File: config.mk
export PLATFORM = sky130hd
export DESIGN_NAME = mac_address_hash_filter
export DESIGN_NICKNAME = d
export VERILOG_FILES = /design/src/pkg/mac_filter_pkg.sv /design/src/pkg/hash_if.sv /design/src/hw/crc_hash_unit.sv /design/src/hw/mac_address_hash_filter.sv
export VERILOG_INCLUDE_DIRS = /design/src /design/src/pkg
export SDC_FILE = /design/constraint.sdc
export NUM_CORES = 1
export LEC_CHECK = 0
export BUFFER_PORTS_ARGS = -buffer_cell sky130_fd_sc_hd__buf_2
export CAP_MARGIN = 20
export CORE_ASPECT_RATIO = 1.1
export CORE_MARGIN = 3
export CORE_UTILIZATION = 56
export DETAILED_ROUTE_END_ITERATION = 6
export PLACE_DENSITY = 0.76
export SETUP_SLACK_MARGIN = 0.5
export SYNTH_ARGS = -nofsm -noshare
export SYNTH_HDL_FRONTEND = slang
export SYNTH_SLANG_ARGS = --single-unit
File: constraint.sdc
create_clock -name clk_i -period 6.2 [get_ports clk_i]
set_clock_uncertainty 0.05 [all_clocks]
set_input_delay 1.24 -clock clk_i [delete_from_list [all_inputs] [get_ports clk_i]]
set_output_delay 1.24 -clock clk_i [all_outputs]
set_load 0.05 [all_outputs]
File: src/pkg/mac_filter_defs.svh
/*
  offsets, field positions, reset values and eeprom locations of the filter.
  assumes a 32-bit wishbone slave decoding word indices from adr[7:2].
*/
`ifndef MAC_FILTER_DEFS_SVH
`define MAC_FILTER_DEFS_SVH

// ----------------------------------------------------------------------
// register word indices
// ----------------------------------------------------------------------
`define IDX_ADDR_HIGH 6'h02
`define IDX_ADDR_LOW 6'h03
`define IDX_HASH_UPPER 6'h04
`define IDX_HASH_LOWER 6'h05
`define IDX_FILTER_CTRL 6'h0a
`define IDX_FILTER_STAT 6'h0b

// ----------------------------------------------------------------------
// reset values
// ----------------------------------------------------------------------
`define RST_ADDR_HIGH 16'hffff
`define RST_ADDR_LOW 32'h0fffffff
`define RST_HASH 32'h00000000

// ----------------------------------------------------------------------
// fields
// ----------------------------------------------------------------------
`define CTRL_PASS_ALL 0
`define STAT_INIT_DONE 0
`define STAT_LAST_ACCEPT 1
`define STAT_LAST_MATCH 2

// ----------------------------------------------------------------------
// eeprom locations and frame constants
// ----------------------------------------------------------------------
`define EE_LOC_1 8'h01
`define EE_LOC_2 8'h02
`define EE_LOC_3 8'h03
`define EE_LOC_4 8'h04
`define EE_LOC_5 8'h05
`define EE_LOC_6 8'h06
`define DEST_BYTES 3'd6
`define CRC_INIT 32'hffffffff
`define CRC_POLY 32'h04c11db7

`endif

File: src/pkg/mac_filter_pkg.sv
/*
  state types of the address and hash filter and of its crc engine.
  assumes the constants of mac_filter_defs.svh.
*/
package mac_filter_pkg;

  // --------------------------------------------------------------------
  // filter state
  // --------------------------------------------------------------------
  typedef struct packed {
    logic ack;
    logic [31:0] rdata;
    logic [15:0] addr_high;
    logic [31:0] addr_low;
    logic [31:0] hash_upper;
    logic [31:0] hash_lower;
    logic pass_all;
    logic init_done;
    logic [2:0] byte_cnt;
    logic [47:0] dest;
    logic pending;
    logic valid;
    logic accept;
    logic multicast;
    logic match;
    logic [5:0] index;
  } filter_state_t;

  // --------------------------------------------------------------------
  // crc engine state
  // --------------------------------------------------------------------
  typedef struct packed {
    logic [31:0] crc;
  } crc_state_t;

endpackage

File: src/pkg/hash_if.sv
/*
  byte feed from the filter to the crc engine and hash index back.
  assumes both ends run on the same clock.
*/
`timescale 1ns/1ns
interface hash_if;
  logic clear;
  logic load;
  logic [7:0] data;
  logic [5:0] index;
  modport client (output clear, output load, output data, input index);
  modport engine (input clear, input load, input data, output index);
endinterface

File: src/hw/crc_hash_unit.sv
/*
  running crc-32 over destination address bytes, lsb of each byte first.
  assumes clear comes at least one cycle before the first load.
*/
`timescale 1ns/1ns
`include "mac_filter_defs.svh"
module crc_hash_unit (
  input wire logic clk_i,
  input wire logic rst_i,
  hash_if.engine hash
);
  import mac_filter_pkg::*;

  crc_state_t s;
  crc_state_t next_s;

  // ----------------------------------------------------------------------
  // crc update
  // ----------------------------------------------------------------------
  always_comb begin
    logic fb;
    fb = 1'b0;
    next_s = s;
    if (hash.clear) begin
      next_s.crc = `CRC_INIT;
    end else if (hash.load) begin
      for (int i = 0; i < 8; i++) begin
        fb = next_s.crc[31] ^ hash.data[i];
        next_s.crc = {next_s.crc[30:0], 1'b0} ^ (fb ? `CRC_POLY : 32'h00000000);
      end
    end
  end

  always_ff @(posedge clk_i) begin
    if (rst_i) begin
      s.crc <= `CRC_INIT;
    end else begin
      s <= next_s;
    end
  end

  // top six bits form the table index
  assign hash.index = s.crc[31:26];

  property p_crc_clear;
    @(posedge clk_i) disable iff (rst_i) hash.clear |=> s.crc == 32'hffffffff;
  endproperty
  a_crc_clear: assert property (p_crc_clear) else $error("crc not preset");

endmodule // crc_hash_unit

File: src/hw/mac_address_hash_filter.sv
/*
  station address and multicast hash filter with wishbone registers.
  assumes eeprom loader and receive path run on clk_i; frame start
  pulses at least one cycle before the first destination byte.
*/
// Local design decision: register access over Wishbone.
`timescale 1ns/1ns
`include "mac_filter_defs.svh"
module mac_address_hash_filter (
  input wire logic clk_i,
  input wire logic rst_i,
  input wire logic wb_cyc_i,
  input wire logic wb_stb_i,
  input wire logic wb_we_i,
  input wire logic [7:0] wb_adr_i,
  input wire logic [3:0] wb_sel_i,
  input wire logic [31:0] wb_dat_i,
  output logic [31:0] wb_dat_o,
  output logic wb_ack_o,
  input wire logic ee_load_i,
  input wire logic [7:0] ee_loc_i,
  input wire logic [7:0] ee_byte_i,
  input wire logic init_done_i,
  input wire logic rx_frame_start_i,
  input wire logic rx_byte_valid_i,
  input wire logic [7:0] rx_byte_i,
  output logic filt_valid_o,
  output logic filt_accept_o,
  output logic filt_multicast_o,
  output logic filt_match_o,
  output logic [5:0] hash_index_o
);
  import mac_filter_pkg::*;

  filter_state_t s;
  filter_state_t next_s;
  logic req;
  logic [5:0] idx;
  logic take_byte;
  logic [47:0] station;
  logic [63:0] hash_table;
  logic [47:0] dest_now;
  logic [31:0] high_merged;

  hash_if hash_bus ();

  crc_hash_unit u_crc (
    .clk_i(clk_i),
    .rst_i(rst_i),
    .hash(hash_bus)
  );

  // ----------------------------------------------------------------------
  // helpers
  // ----------------------------------------------------------------------
  function automatic logic [31:0] merge(
    input logic [31:0] old,
    input logic [31:0] wr,
    input logic [3:0] sel
  );
    logic [31:0] r;
    r = old;
    for (int b = 0; b < 4; b++) begin
      if (sel[b]) begin
        r[b*8 +: 8] = wr[b*8 +: 8];
      end
    end
    return r;
  endfunction

  function automatic logic [31:0] read_word(
    input filter_state_t st,
    input logic [5:0] i
  );
    logic [31:0] r;
    r = 32'h00000000;
    unique case (i)
      `IDX_ADDR_HIGH: r = {16'h0000, st.addr_high};
      `IDX_ADDR_LOW: r = st.addr_low;
      `IDX_HASH_UPPER: r = st.hash_upper;
      `IDX_HASH_LOWER: r = st.hash_lower;
      `IDX_FILTER_CTRL: r[`CTRL_PASS_ALL] = st.pass_all;
      `IDX_FILTER_STAT: begin
        r[`STAT_INIT_DONE] = st.init_done;
        r[`STAT_LAST_ACCEPT] = st.accept;
        r[`STAT_LAST_MATCH] = st.match;
      end
      default: r = 32'h00000000;
    endcase
    return r;
  endfunction

  assign req = wb_cyc_i && wb_stb_i;
  assign idx = wb_adr_i[7:2];
  assign take_byte = rx_byte_valid_i && (s.byte_cnt < `DEST_BYTES);
  assign station = {s.addr_high, s.addr_low};
  assign hash_table = {s.hash_upper, s.hash_lower};
  assign dest_now = s.dest;
  assign high_merged = merge({16'h0000, s.addr_high}, wb_dat_i, wb_sel_i);

  // ----------------------------------------------------------------------
  // crc feed
  // ----------------------------------------------------------------------
  assign hash_bus.clear = rx_frame_start_i;
  assign hash_bus.load = take_byte && !rx_frame_start_i;
  assign hash_bus.data = rx_byte_i;

  // ----------------------------------------------------------------------
  // next state
  // ----------------------------------------------------------------------
  always_comb begin
    next_s = s;
    next_s.ack = 1'b0;
    next_s.valid = 1'b0;

    // one wait state; unmapped words read zero and still ack
    if (req && !s.ack) begin
      next_s.ack = 1'b1;
      next_s.rdata = read_word(s, idx);
    end

    // write lands on the edge where the master sees ack
    if (req && s.ack && wb_we_i) begin
      unique case (idx)
        `IDX_ADDR_HIGH: begin
          if (s.init_done) begin
            next_s.addr_high = high_merged[15:0];
          end
        end
        `IDX_ADDR_LOW: begin
          if (s.init_done) begin
            next_s.addr_low = merge(s.addr_low, wb_dat_i, wb_sel_i);
          end
        end
        `IDX_HASH_UPPER: next_s.hash_upper = merge(s.hash_upper, wb_dat_i, wb_sel_i);
        `IDX_HASH_LOWER: next_s.hash_lower = merge(s.hash_lower, wb_dat_i, wb_sel_i);
        `IDX_FILTER_CTRL: begin
          if (wb_sel_i[0]) begin
            next_s.pass_all = wb_dat_i[`CTRL_PASS_ALL];
          end
        end
        default: begin
        end
      endcase
    end

    // power-on load; loader owns the address until init completes
    if (ee_load_i && !s.init_done) begin
      unique case (ee_loc_i)
        `EE_LOC_1: next_s.addr_low[7:0] = ee_byte_i;
        `EE_LOC_2: next_s.addr_low[15:8] = ee_byte_i;
        `EE_LOC_3: next_s.addr_low[23:16] = ee_byte_i;
        `EE_LOC_4: next_s.addr_low[31:24] = ee_byte_i;
        `EE_LOC_5: next_s.addr_high[7:0] = ee_byte_i;
        `EE_LOC_6: next_s.addr_high[15:8] = ee_byte_i;
        default: begin
        end
      endcase
    end

    if (init_done_i) begin
      next_s.init_done = 1'b1;
    end

    // destination bytes stored in wire order
    if (rx_frame_start_i) begin
      next_s.byte_cnt = 3'd0;
      next_s.pending = 1'b0;
    end else if (take_byte) begin
      next_s.dest[s.byte_cnt*8 +: 8] = rx_byte_i;
      next_s.byte_cnt = s.byte_cnt + 3'd1;
      if (s.byte_cnt == `DEST_BYTES - 3'd1) begin
        next_s.pending = 1'b1;
      end
    end

    // decision one cycle after the sixth byte, once crc has settled
    if (s.pending) begin
      next_s.pending = 1'b0;
      next_s.valid = 1'b1;
      next_s.index = hash_bus.index;
      next_s.multicast = s.dest[0];
      next_s.match = (s.dest == station);
      if (!s.dest[0]) begin
        next_s.accept = (s.dest == station);
      end else if (&s.dest) begin
        next_s.accept = 1'b1;
      end else if (s.pass_all) begin
        next_s.accept = 1'b1;
      end else begin
        next_s.accept = hash_table[hash_bus.index];
      end
    end
  end

  // ----------------------------------------------------------------------
  // state register
  // ----------------------------------------------------------------------
  always_ff @(posedge clk_i) begin
    if (rst_i) begin
      s.ack <= 1'b0;
      s.rdata <= 32'h00000000;
      s.addr_high <= `RST_ADDR_HIGH;
      s.addr_low <= `RST_ADDR_LOW;
      s.hash_upper <= `RST_HASH;
      s.hash_lower <= `RST_HASH;
      s.pass_all <= 1'b0;
      s.init_done <= 1'b0;
      s.byte_cnt <= `DEST_BYTES;
      s.dest <= 48'h000000000000;
      s.pending <= 1'b0;
      s.valid <= 1'b0;
      s.accept <= 1'b0;
      s.multicast <= 1'b0;
      s.match <= 1'b0;
      s.index <= 6'h00;
    end else begin
      s <= next_s;
    end
  end

  // ----------------------------------------------------------------------
  // outputs
  // ----------------------------------------------------------------------
  assign wb_dat_o = s.rdata;
  assign wb_ack_o = s.ack;
  assign filt_valid_o = s.valid;
  assign filt_accept_o = s.accept;
  assign filt_multicast_o = s.multicast;
  assign filt_match_o = s.match;
  assign hash_index_o = s.index;

  // ----------------------------------------------------------------------
  // checks
  // ----------------------------------------------------------------------
  property p_high_reserved;
    @(posedge clk_i) disable iff (rst_i)
      (req && !s.ack && !wb_we_i && idx == `IDX_ADDR_HIGH)
        |=> wb_ack_o && wb_dat_o[31:16] == 16'h0000 && wb_dat_o[15:0] == $past(s.addr_high);
  endproperty
  a_high_reserved: assert property (p_high_reserved) else $error("high read wrong");

  property p_ee_high;
    @(posedge clk_i) disable iff (rst_i)
      (ee_load_i && !s.init_done && ee_loc_i == 8'h06)
        |=> s.addr_high[15:8] == $past(ee_byte_i);
  endproperty
  a_ee_high: assert property (p_ee_high) else $error("eeprom high byte lost");

  property p_ee_low;
    @(posedge clk_i) disable iff (rst_i)
      (ee_load_i && !s.init_done && ee_loc_i == 8'h01)
        |=> s.addr_low[7:0] == $past(ee_byte_i) && $stable(s.addr_low[31:8]);
  endproperty
  a_ee_low: assert property (p_ee_low) else $error("eeprom low byte lost");

  property p_unicast_match;
    @(posedge clk_i) disable iff (rst_i)
      (filt_valid_o && !filt_multicast_o)
        |-> filt_accept_o == ($past(station) == $past(dest_now));
  endproperty
  a_unicast_match: assert property (p_unicast_match) else $error("unicast decision");

  property p_reset_values;
    @(posedge clk_i) disable iff (rst_i)
      $past(rst_i) |-> s.addr_high == 16'hffff && s.addr_low == 32'h0fffffff;
  endproperty
  a_reset_values: assert property (p_reset_values) else $error("address reset");

  property p_early_write;
    @(posedge clk_i) disable iff (rst_i)
      (req && s.ack && wb_we_i && !s.init_done && !ee_load_i) |=> $stable(station);
  endproperty
  a_early_write: assert property (p_early_write) else $error("early write landed");

  property p_hash_bit;
    @(posedge clk_i) disable iff (rst_i)
      (filt_valid_o && filt_multicast_o && !$past(s.pass_all) && !(&$past(dest_now)))
        |-> filt_accept_o == $past(hash_table[hash_bus.index]);
  endproperty
  a_hash_bit: assert property (p_hash_bit) else $error("hash decision");

  property p_pass_all;
    @(posedge clk_i) disable iff (rst_i)
      (filt_valid_o && filt_multicast_o && $past(s.pass_all)) |-> filt_accept_o;
  endproperty
  a_pass_all: assert property (p_pass_all) else $error("multicast dropped");

  property p_hash_reset;
    @(posedge clk_i) disable iff (rst_i)
      $past(rst_i) |-> hash_table == 64'h0000000000000000;
  endproperty
  a_hash_reset: assert property (p_hash_reset) else $error("hash reset");

  property p_decision_time;
    @(posedge clk_i) disable iff (rst_i)
      (take_byte && !rx_frame_start_i && s.byte_cnt == 3'd5)
        |=> ##1 filt_valid_o && hash_index_o == $past(hash_bus.index);
  endproperty
  a_decision_time: assert property (p_decision_time) else $error("decision late");

  property p_low_read;
    @(posedge clk_i) disable iff (rst_i)
      (req && !s.ack && !wb_we_i && idx == `IDX_ADDR_LOW)
        |=> wb_dat_o == $past(s.addr_low);
  endproperty
  a_low_read: assert property (p_low_read) else $error("low read wrong");

  property p_ee_mid;
    @(posedge clk_i) disable iff (rst_i)
      (ee_load_i && !s.init_done && ee_loc_i == `EE_LOC_5)
        |=> s.addr_high[7:0] == $past(ee_byte_i) && $stable(s.addr_high[15:8]);
  endproperty
  a_ee_mid: assert property (p_ee_mid) else $error("eeprom fifth byte lost");

  property p_ee_top;
    @(posedge clk_i) disable iff (rst_i)
      (ee_load_i && !s.init_done && ee_loc_i == `EE_LOC_4)
        |=> s.addr_low[31:24] == $past(ee_byte_i) && $stable(s.addr_low[23:0]);
  endproperty
  a_ee_top: assert property (p_ee_top) else $error("eeprom fourth byte lost");

  property p_host_high;
    @(posedge clk_i) disable iff (rst_i)
      (req && s.ack && wb_we_i && s.init_done && idx == `IDX_ADDR_HIGH && wb_sel_i == 4'hf)
        |=> s.addr_high == $past(wb_dat_i[15:0]);
  endproperty
  a_host_high: assert property (p_host_high) else $error("host write lost");

  property p_hash_write;
    @(posedge clk_i) disable iff (rst_i)
      (req && s.ack && wb_we_i && idx == `IDX_HASH_UPPER && wb_sel_i == 4'hf)
        |=> s.hash_upper == $past(wb_dat_i);
  endproperty
  a_hash_write: assert property (p_hash_write) else $error("hash write lost");

  // ack must drop the cycle after it rises; a request held past ack is acked again
  property p_ack_pulse;
    @(posedge clk_i) disable iff (rst_i) wb_ack_o |=> !wb_ack_o;
  endproperty
  a_ack_pulse: assert property (p_ack_pulse) else $error("ack held");

endmodule // mac_address_hash_filter

After elaboration in Yosys (flattened, before gate mapping)
Index checks and enable logic that the tools add are counted.
{ "totals": {"regBits": 241, "inputBits": 77, "elab_cells": 138, "output_inout_bits": 43} }
{ "op_classes": {"reduce_logical": 25, "n_eq_ne": 14, "n_lt_le_gt_ge": 2, "bitwise": 17, "shifts": 2, "add_sub_neg": 2, "muxes": 52} }
{ "ops": {"columns": ["op", "n"], "rows": [
  ["32-bit XOR", 8],
  ["27-bit two-way mux", 8],
  ["8-bit two-way mux", 20],
  ["32-bit two-way mux", 4],
  ["29-bit case mux with 4 select lines", 1],
  ["113-bit two-way mux", 1],
  ["52-bit two-way mux", 1],
  ["48-bit bitwise mux", 1],
  ["48-bit equality test", 1],
  ["48-bit two-way mux", 1],
  ["48-bit AND reduction", 1],
  ["8-bit by 34-bit variable shift with 48-bit output, first input constant", 1],
  ["8-bit by 34-bit indexed part select with 48-bit output", 1],
  ["6-bit negation with 34-bit output", 1],
  ["33-bit two-way mux", 1],
  ["16-bit two-way mux", 2],
  ["3-bit AND reduction", 9],
  ["8-bit by 3-bit equality test with 1-bit output, second input constant", 3],
  ["8-bit by 2-bit equality test with 1-bit output, second input constant", 2],
  ["6-bit by 2-bit equality test with 1-bit output, second input constant", 2],
  ["6-bit by 3-bit equality test with 1-bit output, second input constant", 2],
  ["6-bit by 4-bit equality test with 1-bit output, second input constant", 2],
  ["10-bit two-way mux", 1],
  ["2-bit case mux with 5 select lines", 1],
  ["other kinds (17)", 39]
]} }

Longest topological paths before layout
Gate-level depths: netlist (run 1).
{ "logic_depth": {"word_depth": 24, "depth_mapped": 10, "ltp_nobuf": 8} }

Hierarchy
From an unflattened synthesis (run 1), not the netlist that was laid out.
{ "hier_totals": {"cells_unflattened": 1390, "hier_area_um2": 12446.9} }
{ "modules_own_cells": {"columns": ["module", "seq_area_each_um2", "cells_each", "instances", "area_per_inst_um2"], "rows": [
  ["mac_address_hash_filter", 4184.0, 1188, 1, 10575.1],
  ["crc_hash_unit", 640.6, 202, 1, 1871.8]
]} }

Least setup slack after synthesis (run 1)
OpenSTA, ideal clock, no wires.
{ "synth_path": {"path_type": "in2reg", "from": "input wb_adr_i[5]", "to": "register s[160] in the netlist's numbering", "setup_time_ns": 0.123, "cell_stages": 8, "t_arrival_ns": 2.765, "n_path_buf": 2, "slack_ns": 3.261, "required_time_ns": 6.027, "cell_sequence": "nor3_2 > and3b_1 > buf_2 > and4_1 > buf_2 > mux2i_1 > a21oi_1 > or2_2"} }
{ "synth_via": {"elab_chain_cells": 5} }
{ "synth_rtl": {"columns": ["element", "line", "text"], "rows": [
  ["from (decl)", "mac_address_hash_filter.sv:15", "input wire logic [7:0] wb_adr_i,"],
  ["6-bit by 2-bit equality test with 1-bit output *", "mac_address_hash_filter.sv:124", "unique case (idx)"],
  ["16-bit two-way mux *", "mac_address_hash_filter.sv:124", null],
  ["113-bit two-way mux *", "mac_address_hash_filter.sv:123", "if (req && s.ack && wb_we_i) begin"],
  ["8-bit two-way mux", "mac_address_hash_filter.sv:149", "unique case (ee_loc_i)"],
  ["48-bit two-way mux *", "mac_address_hash_filter.sv:148", "if (ee_load_i && !s.init_done) begin"],
  ["to (signal assigned)", "mac_address_hash_filter.sv:218", "s <= next_s;"],
  ["to (decl)", "mac_address_hash_filter.sv:35", "filter_state_t s;"]
]} }
Every way passes the cells marked *; elsewhere a longest branch is shown, timed or not.
A chain may end at the register's enable or synchronous reset.

Final worst setup path (run 1)
{ "layout_path": {"from": "input wb_adr_i[2]", "to": "register s[161] in the netlist's numbering"} }
Same word-level chain as after synthesis.

==> summary.txt, run 1 <==
Outcome
  – Outcome: finished, final reports clean

Clocking
  – TritonCTS clock tree: built
  – Clk sinks: 241
  – Number of buffers on the longest clock path: 3
  – CTS Hold Bufs: 0
  – H-Tree Depth: 1
  – Clock-pin slew on the worst setup and hold paths: 0.06 ns
  – Setup Buffers After CTS: 0
  – Post_cts resized: 0
  – Later-pin clock latency in the skew report: 0.52 ns
  – Root buffer cell: clkbuf_16
  – Total CTS buffers: 26

Setup path
  – Worst setup EP type: flop
  – Startpoint types: input pin
  – CP max FO: 42
  – Kind of critical path: in2reg
  – WP data arrival: 3.74 ns
  – Worst Path Required: 6.56 ns
  – Flop-to-flop setup slack: 3.41 ns

Yosys
  – Largest family of logic cells by synthesized area: simple AND/OR/NAND/NOR gates
  – Fraction of registers with async set/reset: 0%
  – Synth Flop Type: dfxtp_1
  – Synth warnings: 0
  – Synth Area in XOR/XNOR: 10.4%
  – Mapped cell area: 12,400 sq um
  – Sequential area share after synthesis: 38.8%
  – EDFF count, synth: 0
  – Cell count after synthesis: 1,376
  – Complex-gate fraction of the synthesized area: 11.3%
  – Library cells used by synthesis: 54
  – Share of the synthesized area in the top cell type: 38.8%
  – Synthesized area per cell: 9.04 sq um
  – Leading area contributor after synthesis: dfxtp_1
  – Post-synthesis adder-cell area fraction: 0.503%
  – Syn_nets: 1,458
  – #FFs+latches synth: 241
  – Post-Synth Simple-Gate Area: 17.7%
  – Ranking of synthesized cells by area: dfxtp_1 39%, mux2i_1 13%, nor2_1 5.3%, xnor2_1 4.4%, a21oi_1 3.7%
  – Post-synthesis mux area share: 15.7%

Floorplan
  – Chip width: 148 um
  – Die height: 162 um
  – I/O pin cnt: 120
  – Initial core utilization: 57.6%
  – Die ar.: 24,000 sq um
  – Row count: 56
  – Area of the core: 21,600 sq um

Global route
  – All-layer global routing usage: 27.3%
  – First-pass GRT wire length: 53,100 um
  – Gr ovfl total: 0
  – Vias in the first global route: 9,684
  – Largest net degree at the start of global routing: 124
  – Initial antenna violation count: 0

Detailed routing
  – DRT met1 WL: 14,000 um
  – DRT Pass-1 Iters: 5
  – Vias per cell: 5.88
  – Routed met3 length: 2490 um
  – Metal2 WL: 15,900 um
  – DRC violations left: 0
  – Highest routed layer: met4
  – Wire per inst: 19.5 um
  – Starting DRT DRC Count: 873
  – Vias: 10,077
  – ANT nets after route: 0
  – Drt total wl: 33,500 um

STA
  – Unrepaired setup endpoints after global routing: false
  – Fin crit period: 3.38 ns
  – Endpoints failing hold: 0
  – Endpoints failing setup: 0
  – Fmax achieved: 295 MHz
  – Slew Viols, Final: 0
  – Worst-Margin Slew: 0.976 ns
  – Hold WS: 0.429 ns
  – TNS Setup: 0 ns
  – Slew HR: 34.4%
  – Tcrit/Tclk final: 54.6%

Layout
  – Finished Core Util: 63.4%
  – Nets: 1,490
  – Layout cell share with drive strength beyond 1: 18.0%
  – # diodes: 0
  – Area grow syn2layout: 9.99%
  – Filler cells: 1,864

Hold path
  – Worst Hold Class: reg2reg

Placed design
  – Port bufs: 117
  – Hpwl dp: 23,900 um
  – Routability Congestion: 0.926

Pwr
  – Pwr Density: 256 nW/um^2
  – Peak VDD IR: 244 uV
  – Pleak: 5.06 nW

Job
  – Max Cap Viol: 0
[critical path, cell delays in order]
cell     delay, ns
buf_2         0.10
buf_4         0.34
and3b_1       0.80
and4_1        0.64
mux2i_1       0.25
a21oi_1       0.08
or2_2         0.30
[per-layer routing]
| metal | global-route usage [%] | vias to the layer above |
|---|---|---|
| li1 | - | 4814 |
| met1 | 36.9 | 4784 |
| met2 | 45.2 | 406 |
| met3 | 3.54 | 73 |
| met4 | 10.0 | 0 |
| met5 | 0 | - |
[cell families (layout without fill, tap and decap cells)]
| kind of cell | after synthesis | in the layout |
|---|---|---|
| fa+ha+maj | 5 | 5 |
| buf+inv | 135 | 184 |
| compound gates | 226 | 226 |
| xor+xnor | 123 | 123 |
| flops | 241 | 241 |
| mux | 179 | 179 |
| simple gates | 467 | 467 |
[path summary, 6_finish.rpt]
check | depth (start not counted) | start | endpoint
worst max register to register | 7 | s[59] | flop
worst min register to register | 2 | wb_dat_o[2] | wb_dat_o[2]
worst min-delay path | 2 | wb_dat_o[2] | wb_dat_o[2]
worst max-delay path | 7 | wb_adr_i[2] | s[161]
[cell usage in the layout (no fill, tap or decap), drive strengths merged, types with 2 or more instances in the layout]
| cell type | synthesis | routed |
|---|---|---|
| dfxtp | 241 | 241 |
| nor2 | 183 | 183 |
| mux2i | 166 | 166 |
| buf | 65 | 129 |
| nand2 | 110 | 110 |
| a21oi | 91 | 91 |
| xnor2 | 76 | 76 |
| nand3 | 54 | 54 |
| xor2 | 47 | 47 |
| a22oi | 46 | 46 |
| or2 | 44 | 44 |
| clkbuf | 60 | 40 |
| o21ai | 36 | 36 |
| o211ai | 32 | 32 |
| nand4 | 22 | 22 |
| mux4 | 13 | 13 |
| nor3 | 12 | 12 |
| nor4 | 11 | 11 |
| inv | 10 | 10 |
| nor2b | 8 | 8 |
| a221oi | 6 | 6 |
| a311oi | 5 | 5 |
| ha | 5 | 5 |
| and3 | 4 | 4 |
| nand3b | 3 | 3 |
| nor3b | 3 | 3 |
| and4 | 3 | 3 |
| or3 | 3 | 3 |
| and3b | 2 | 2 |
| and2 | 2 | 2 |
| a22o | 2 | 2 |
| or3b | 2 | 2 |
| a31oi | 2 | 2 |
| bufinv | 0 | 2 |
| clkinv | 0 | 2 |
[layout make-up]
| class | instances | area, sq um | share of cell area, % |
|---|---|---|---|
| Multi-Input combinational cell | 1000 | 6920 | 50.6 |
| Sequential cell | 241 | 4820 | 35.3 |
| Clock buffer | 40 | 754 | 5.51 |
| Timing Repair Buffer | 129 | 702 | 5.13 |
| Tap cell | 290 | 363 | 2.65 |
| Clock inverter | 5 | 77.6 | 0.567 |
| Inverter | 10 | 37.5 | 0.274 |
[report_power, final]
part,internal [W],total (W),leakage (nW),switching [W]
clock network,0.000915,0.00152,0.402,0.000607
registers,0.00156,0.00159,1.95,0.0000205
logic,0.000158,0.000402,2.71,0.000244
total,0.00264,0.00351,5.06,0.000871
[metrics by stage]
| step | instances | power [W] | setup WS (ns) | instance area, sq um |
|---|---|---|---|---|
| floorplan | 1376 | 0.00191 | 3.26 | 12400 |
| global placement | 1668 | 0.00201 | 2.36 | 12800 |
| detailed placement | 1669 | 0.00201 | 2.38 | 12800 |
| CTS | 1714 | 0.00353 | 2.92 | 13700 |
| global route | 1715 | 0.00363 | 2.66 | 13700 |
| finish | 1715 | 0.00351 | 2.82 | 13700 |
[synthesized netlist by cell type, types with 8 or more instances]
library cell,number
nor2b_1,8
buf_2,16
o211ai_1,30
xor2_1,43
a21oi_1,91
nor4_1,10
o21ai_0,36
mux4_2,12
inv_1,10
nor2_1,175
clkbuf_1,60
mux2i_1,166
or2_2,44
nor3_1,8
dfxtp_1,241
nand4_1,21
nand3_1,54
buf_4,44
a22oi_1,46
nand2_1,110
xnor2_1,63
No activity file was read; power rests on OpenSTA's default activity.
==> inputs of run 2 (changes only) <==
--- a/config.mk
+++ b/config.mk
@@ -10,9 +10,9 @@
 export CAP_MARGIN = 20
 export CORE_ASPECT_RATIO = 1.1
 export CORE_MARGIN = 3
-export CORE_UTILIZATION = 56
+export CORE_UTILIZATION = 54
 export DETAILED_ROUTE_END_ITERATION = 6
-export PLACE_DENSITY = 0.76
+export PLACE_DENSITY = 0.77
 export SETUP_SLACK_MARGIN = 0.5
 export SYNTH_ARGS = -nofsm -noshare
 export SYNTH_HDL_FRONTEND = slang
==> constraint.sdc (replaced) <==
create_clock -name clk_i -period 3 [get_ports clk_i]
set_clock_uncertainty 0.05 [all_clocks]
set_input_delay 0.6 -clock clk_i [delete_from_list [all_inputs] [get_ports clk_i]]
set_output_delay 0.6 -clock clk_i [all_outputs]
set_load 0.05 [all_outputs]
==> run 2 against run 1 <==
Clock power rose by 120%. Count of clock-buffer cells in the layout fell by 1. Setup slack got worse by 2.1 ns. Total power rose by 110%. Die area rose by 3.6%. Sequential power rose by 110%. Non-clock buffer count rose by 26.
==> summary.txt, run 2 (synthesis gave the netlist of run 1 again) <==
Setup path
  – Startpoint types: flop
  – Worst setup EP type: flop
  – Reg-to-reg startpoint: s[60]
  – Worst-case reg-to-reg path depth: 7 (unchanged)
  – Crit path cell chain: inv_1 -> ha_1 -> ha_1 -> nor4_4 -> buf_4 -> mux2i_1 -> nor2_1
  – WP data arrival: 2.61 ns (-1.13 ns)
  – CP max stage cell: dfxtp_1
  – Flop-to-flop setup slack: 0.72 ns (-2.69 ns)
  – Worst Path Required: 3.34 ns (-3.22 ns)
  – Most used cell along the critical path: ha_1
  – Kind of critical path: reg2reg
  – CP max FO: 9 (-79%)
  – Worst path max stage delay: 0.46 ns (-0.34 ns)

Clocking
  – CTS Hold Bufs: 0 (unchanged)
  – Clock-pin slew on the worst setup and hold paths: 0.06 ns (about the same)
  – Later-pin clock latency in the skew report: 0.54 ns (+0.02 ns)
  – H-Tree Depth: 1 (unchanged)
  – Number of buffers on the longest clock path: 3 (unchanged)
  – Root buffer cell: clkbuf_16
  – Clk sinks: 241 (unchanged)
  – TritonCTS clock tree: built
  – Post_cts resized: 1 (+1)
  – Total CTS buffers: 26 (unchanged)
  – Setup Buffers After CTS: 0 (unchanged)

Hold path
  – Worst Hold Class: in2reg
  – Hold Startpoint: init_done_i
  – Worst Hold Endpoint: s[62]
  – Hold depth: 3 (+1)

Detailed routing
  – Wire per inst: 19.4 um (-0.79%)
  – DRT Pass-1 Iters: 5 (unchanged)
  – Drt total wl: 33,900 um (+1.2%)
  – Starting DRT DRC Count: 867 (-0.69%)
  – ANT nets after route: 0 (unchanged)
  – Vias per cell: 5.89 (+0.25%)
  – DRC violations left: 0 (unchanged)
  – Vias: 10,302 (+2.2%)

Pwr
  – Peak VDD IR: 419 uV (+72%)
  – Pwr Density: 530 nW/um^2 (+110%)
  – Pleak: 5.23 nW (+3.3%)

STA
  – Endpoints failing hold: 0 (unchanged)
  – TNS Setup: 0 ns (unchanged)
  – Unrepaired setup endpoints after global routing: false
  – Fin crit period: 2.28 ns
  – Slew Viols, Final: 0 (unchanged)
  – Hold WS: 0.218 ns (-0.211 ns)
  – Slew HR: 56.2% (+22 points)
  – Fmax achieved: 439 MHz
  – Worst-Margin Slew: 0.658 ns (-0.318 ns)
  – Endpoints failing setup: 0 (unchanged)
  – Tcrit/Tclk final: 76.0%

Floorplan
  – I/O pin cnt: 120 (unchanged)
  – Die ar.: 24,900 sq um (+3.6%)
  – Chip width: 151 um (+1.8%)
  – Row count: 57 (+1.8%)
  – Initial core utilization: 55.6% (-2.1 points)
  – Die height: 165 um (+1.8%)
  – Area of the core: 22,400 sq um (+3.8%)

Placed design
  – Placed Cells: 1,700 (+1.9%)
  – Port bufs: 117 (unchanged)
  – Routability Congestion: 0.950 (+2.6%)
  – Hpwl dp: 24,500 um (+2.5%)

Outcome
  – Outcome: finished, final reports clean

Layout
  – Nets: 1,516 (+1.7%)
  – Layout cell share with drive strength beyond 1: 20.3% (+2.3 points)
  – Post-Layout Cell Count: 1,749 (+2.0%)
  – # diodes: 0 (unchanged)
  – Filler cells: 1,894 (+1.6%)
  – Commonest non-fill, non-tap cell in the layout: dfxtp_1
  – Area grow syn2layout: 12.2%
  – Most frequent cells in the layout: 240 x dfxtp_1, 168 x nor2_1, 166 x mux2i_1

Global route
  – First-pass GRT wire length: 53,300 um (+0.52%)
  – Vias in the first global route: 9,909 (+2.3%)
  – All-layer global routing usage: 26.8% (-0.57 points)
  – Initial antenna violation count: 0 (unchanged)
  – Gr ovfl total: 0 (unchanged)
  – Largest net degree at the start of global routing: 123 (-0.81%)

Job
  – Max Cap Viol: 0 (unchanged)
==> run 2: cell count changes in the layout (fill, tap and decap cells not counted), moves of 2 or more <==
| cell | previous run | this run |
|---|---|---|
| buf_12 | 1 | 3 |
| buf_4 | 10 | 35 |
| clkbuf_1 | 10 | 6 |
| clkbuf_8 | 3 | 7 |
| clkinv_2 | 2 | 5 |
| nor2_1 | 173 | 168 |
| nor2_2 | 9 | 14 |
==> run 2: worst max-delay path, delay by kind of cell (launching register included) <==
family	cells	cell delay, ns
AND/OR/NAND/NOR	2	0.39
flip-flops	1	0.46
multiplexers	1	0.24
adder cells (fa/ha/maj)	2	0.63
buffers and inverters	2	0.37
==> run 2: final cells by class <==
cell class,count,area [sq um],share of cell area [%]
clock buffers,39,769,5.51
inverters,10,37.5,0.269
flip-flops and latches,241,4830,34.6
repair buffers,155,915,6.55
clock inverters,9,109,0.780
well taps,295,369,2.64
multi-input cells,1000,6940,49.7
==> run 2: power breakdown <==
group	leakage, nW	total, W	switching, W	internal (W)
Clock	0.433	0.00327	0.00133	0.00194
Sequential	1.95	0.00327	0.0000358	0.00323
Combinational	2.85	0.000861	0.000518	0.000343
Total	5.23	0.00740	0.00188	0.00552
==> run 2: how the worst max path moves through the flow <==
| stage | from | to | slack (ns) |
|---|---|---|---|
| detailed placement | wb_adr_i[4] | s[164] | 0.32 |
| global placement | wb_adr_i[3] | s[174] | 0.32 |
| floorplan | s[59] | flop | 0.56 |
| global route | s[59] | flop | 0.56 |
| CTS | s[59] | flop | 0.51 |
| finish | s[60] | flop | 0.72 |
==> run 2: routing by layer <==
metal  vias to the layer above  GRT usage (%)  routed length (um)
li1                       4875              -                   -
met1                      4880           35.9               14000
met2                       461           44.5               16100
met3                        86           3.60                2710
met4                         0           9.27                1110
met5                         -              0                   0
==> run 2: metrics by stage <==
step / cell area [sq um] / util [%] / setup WS (ns) / power, W
2_1_floorplan: 12400 / - / 0.556 / 0.00395
3_3_place_gp: 13100 / 58.3 / 0.321 / 0.00417
3_5_place_dp: 13100 / 58.3 / 0.323 / 0.00418
4_1_cts: 13900 / 62.2 / 0.507 / 0.00742
5_1_grt: 14000 / 62.3 / 0.561 / 0.00763
6_report: 14000 / 62.3 / 0.721 / 0.00740
==> inputs of run 3 (changes only) <==
--- a/config.mk
+++ b/config.mk
@@ -6,13 +6,14 @@
 export SDC_FILE = /design/constraint.sdc
 export NUM_CORES = 1
 export LEC_CHECK = 0
+export ABC_AREA = 1
 export BUFFER_PORTS_ARGS = -buffer_cell sky130_fd_sc_hd__buf_2
 export CAP_MARGIN = 20
 export CORE_ASPECT_RATIO = 1.1
 export CORE_MARGIN = 3
-export CORE_UTILIZATION = 54
+export CORE_UTILIZATION = 56
 export DETAILED_ROUTE_END_ITERATION = 6
-export PLACE_DENSITY = 0.77
+export PLACE_DENSITY = 0.76
 export SETUP_SLACK_MARGIN = 0.5
 export SYNTH_ARGS = -nofsm -noshare
 export SYNTH_HDL_FRONTEND = slang
==> constraint.sdc (replaced) <==
create_clock -name clk_i -period 2.4 [get_ports clk_i]
set_clock_uncertainty 0.05 [all_clocks]
set_input_delay 0.48 -clock clk_i [delete_from_list [all_inputs] [get_ports clk_i]]
set_output_delay 0.48 -clock clk_i [all_outputs]
set_load 0.05 [all_outputs]
==> run 3 against run 2 <==
Cell count rose by 23%. Hold slack got worse by 0.10 ns. Non-clock buffer count rose by 35. Critical path depth rose by 2.
==> summary.txt, run 3 <==
Setup path
  – Kind of critical path: reg2reg
  – Crit path cell chain: clkinv_8 -> ha_4 -> ha_4 -> nor3_4 -> inv_2 -> nor4_4 -> buf_6 -> nor2_1 -> a211oi_1
  – WP data arrival: 2.30 ns (-0.31 ns)
  – Startpoint types: flop
  – CP max FO: 8 (-1)
  – Buffer and inverter count on the worst path: 3 (+1)
  – Worst setup EP type: flop
  – Cell family with most CP delay: simple AND/OR/NAND/NOR gates
  – CP max stage cell: dfxtp_4
  – Most used cell along the critical path: ha_4
  – Worst Path Required: 2.78 ns (-0.56 ns)
  – Worst path max stage delay: 0.39 ns (-0.07 ns)

Job
  – Max Cap Viol: 0 (unchanged)

Floorplan
  – Area of the core: 21,600 sq um (-3.6%)
  – I/O pin cnt: 120 (unchanged)
  – Chip width: 148 um (-1.8%)
  – Die ar.: 24,000 sq um (-3.6%)
  – Die height: 162 um (-1.8%)
  – Row count: 56 (-1.8%)
  – Initial core utilization: 57.5% (+2.0 points)

Hold path
  – Worst Hold Class: in2reg

Pwr
  – Pwr Density: 627 nW/um^2 (+18%)
  – Peak VDD IR: 637 uV (+52%)
  – Pleak: 6.08 nW (+16%)
  – Total power draw: 0.00908 W (+23%)

Global route
  – All-layer global routing usage: 32.3% (+5.5 points)
  – Met3 Use GR: 3.74% (+0.14 points)
  – Largest net degree at the start of global routing: 64 (-48%)
  – Gr busiest metal: met2
  – Gr ovfl total: 0 (unchanged)
  – Grt met1 use: 45.7% (+9.8 points)
  – Met2 usage: 51.6% (+7.1 points)
  – First-pass GRT wire length: 62,200 um (+17%)
  – Vias in the first global route: 11,391 (+15%)
  – Initial antenna violation count: 0 (unchanged)

Yosys
  – Leading area contributor after synthesis: dfxtp_1
  – Post-synth top cells: 346 x nand2_1, 241 x dfxtp_1, 188 x nor2_1
  – EDFF count, synth: 0 (unchanged)
  – Sequential area share after synthesis: 38.8% (+0.066 points)
  – Share of the synthesized area in the top cell type: 38.8% (+0.066 points)
  – Fraction of registers with async set/reset: 0% (unchanged)
  – Mapped cell area: 12,400 sq um (-0.17%)
  – Synth warnings: 0 (unchanged)
  – Library cells used by synthesis: 43 (-20%)
  – Cell count after synthesis: 1,751 (+27%)
  – Ranking of synthesized cells by area: dfxtp_1 39%, nand2_1 10%, o21ai_0 6.2%, a21oi_1 5.9%, nor2_1 5.7%
  – Top-count cell post-synth: nand2_1
  – #FFs+latches synth: 241 (unchanged)
  – Synthesized area per cell: 7.09 sq um (-22%)
  – Syn_nets: 1,833 (+26%)
  – Synth Flop Type: dfxtp_1

Clocking
  – Total CTS buffers: 25 (-3.8%)
  – H-Tree Depth: 1 (unchanged)
  – Clock-pin slew on the worst setup and hold paths: 0.06 ns (about the same)
  – Number of buffers on the longest clock path: 3 (unchanged)
  – Root buffer cell: clkbuf_16
  – Later-pin clock latency in the skew report: 0.52 ns (-0.02 ns)
  – Clk sinks: 241 (unchanged)
  – TritonCTS clock tree: built
  – CTS Hold Bufs: 0 (unchanged)

Layout
  – Most frequent cells in the layout: 341 x nand2_1, 233 x dfxtp_1, 182 x nor2_1
  – Commonest non-fill, non-tap cell in the layout: nand2_1
  – # diodes: 0 (unchanged)
  – Finished Core Util: 67.1% (+4.7 points)
  – Area grow syn2layout: 16.6%
  – Nets: 1,930 (+27%)
  – Layout cell share with drive strength beyond 1: 16.6% (-3.7 points)

Detailed routing
  – Drt total wl: 40,600 um (+20%)
  – DRC violations left: 0 (unchanged)
  – DRT Pass-1 Iters: 6 (+1)
  – Vias per cell: 5.85 (-0.73%)
  – Wire per inst: 18.8 um (-2.9%)
  – Vias: 12,607 (+22%)
  – Starting DRT DRC Count: 1,110 (+28%)
  – ANT nets after route: 0 (unchanged)

STA
  – Unrepaired setup endpoints after global routing: true
  – Slew HR: 51.4% (-4.7 points)
  – Hold WS: 0.118 ns (-0.100 ns)
  – Worst-Margin Slew: 0.728 ns (+0.0708 ns)
  – Tcrit/Tclk final: 80.1% (+4.1 points)
  – Final setup margin: 0.478 ns (-0.243 ns)
  – Endpoints failing setup: 0 (unchanged)
  – Slew Viols, Final: 0 (unchanged)
  – TNS Setup: 0 ns (unchanged)
  – Fmax achieved: 520 MHz (+19%)
  – Endpoints failing hold: 0 (unchanged)
  – Fin crit period: 1.92 ns (-0.357 ns)

Placed design
  – Pre-CTS setup slack: 0.145 ns (-0.179 ns)
  – Port bufs: 117 (unchanged)
  – Routability Congestion: 0.963 (+1.4%)
  – Hpwl dp: 29,800 um (+22%)

Outcome
  – Outcome: finished, final reports clean
-- run 3: cell families after synthesis --
family | Yosys count | share of synthesized area, %
XOR/XNOR | 74 | 5.82
adder cells (fa/ha/maj) | 5 | 0.504
buffers and inverters | 290 | 10.2
AND/OR/NAND/NOR | 686 | 23.0
AO/OA/AOI/OAI | 448 | 21.1
flip-flops | 241 | 38.8
multiplexers | 7 | 0.564
-- run 3: where the power goes --
group / internal, W / switching, W / total [W]
sequential: 0.00405 / 0.0000492 / 0.00410
clock: 0.00226 / 0.00166 / 0.00391
combinational: 0.000362 / 0.000708 / 0.00107
total: 0.00667 / 0.00242 / 0.00908
-- run 3: per-layer routing --
metal	wire length, um	vias to the layer above
li1	-	5998
met1	17300	5874
met2	18200	632
met3	3690	103
met4	1440	0
met5	0	-
-- run 3: worst register-to-register path, stage by stage, from the launching register on --
cell and delay [ns]:
dfxtp_4 0.39, clkinv_8 0.06, ha_4 0.16, ha_4 0.17, nor3_4 0.18, inv_2 0.06, nor4_4 0.32, buf_6 0.19
nor2_1 0.05, a211oi_1 0.19
-- run 3: final timing paths --
path | to | from | depth (start not counted) | slack, ns
hold reg to reg | wb_dat_o[10] | wb_dat_o[10] | 2 | 0.41
hold / removal | s[62] | init_done_i | 3 | 0.12
setup reg to reg | flop | s[59] | 9 | 0.48
setup / recovery | flop | s[59] | 9 | 0.48
-- run 3: what timing repair did --
action                     CTS  global route
hold endpoints to repair     0             0
resized for setup           20            44
cloned                       1             1
setup buffers                9            15
setup endpoints to repair  104            78
pin swaps                    5            16
-- run 3: layout make-up --
cell class	instances	area [sq um]
Fill cell	1936	7100
Multi-Input combinational cell	1220	6570
Sequential cell	241	4840
Timing Repair Buffer	190	1220
Clock buffer	31	688
Inverter	169	658
Tap cell	290	363
Clock inverter	14	136
Timing Repair inverter	1	7.51
-- run 3: through the flow --
stage | instances | instance area [sq um]
2_1_floorplan | 1751 | 12500
3_3_place_gp | 2085 | 13200
3_5_place_dp | 2085 | 13200
4_1_cts | 2140 | 14200
5_1_grt | 2156 | 14500
6_report | 2156 | 14500
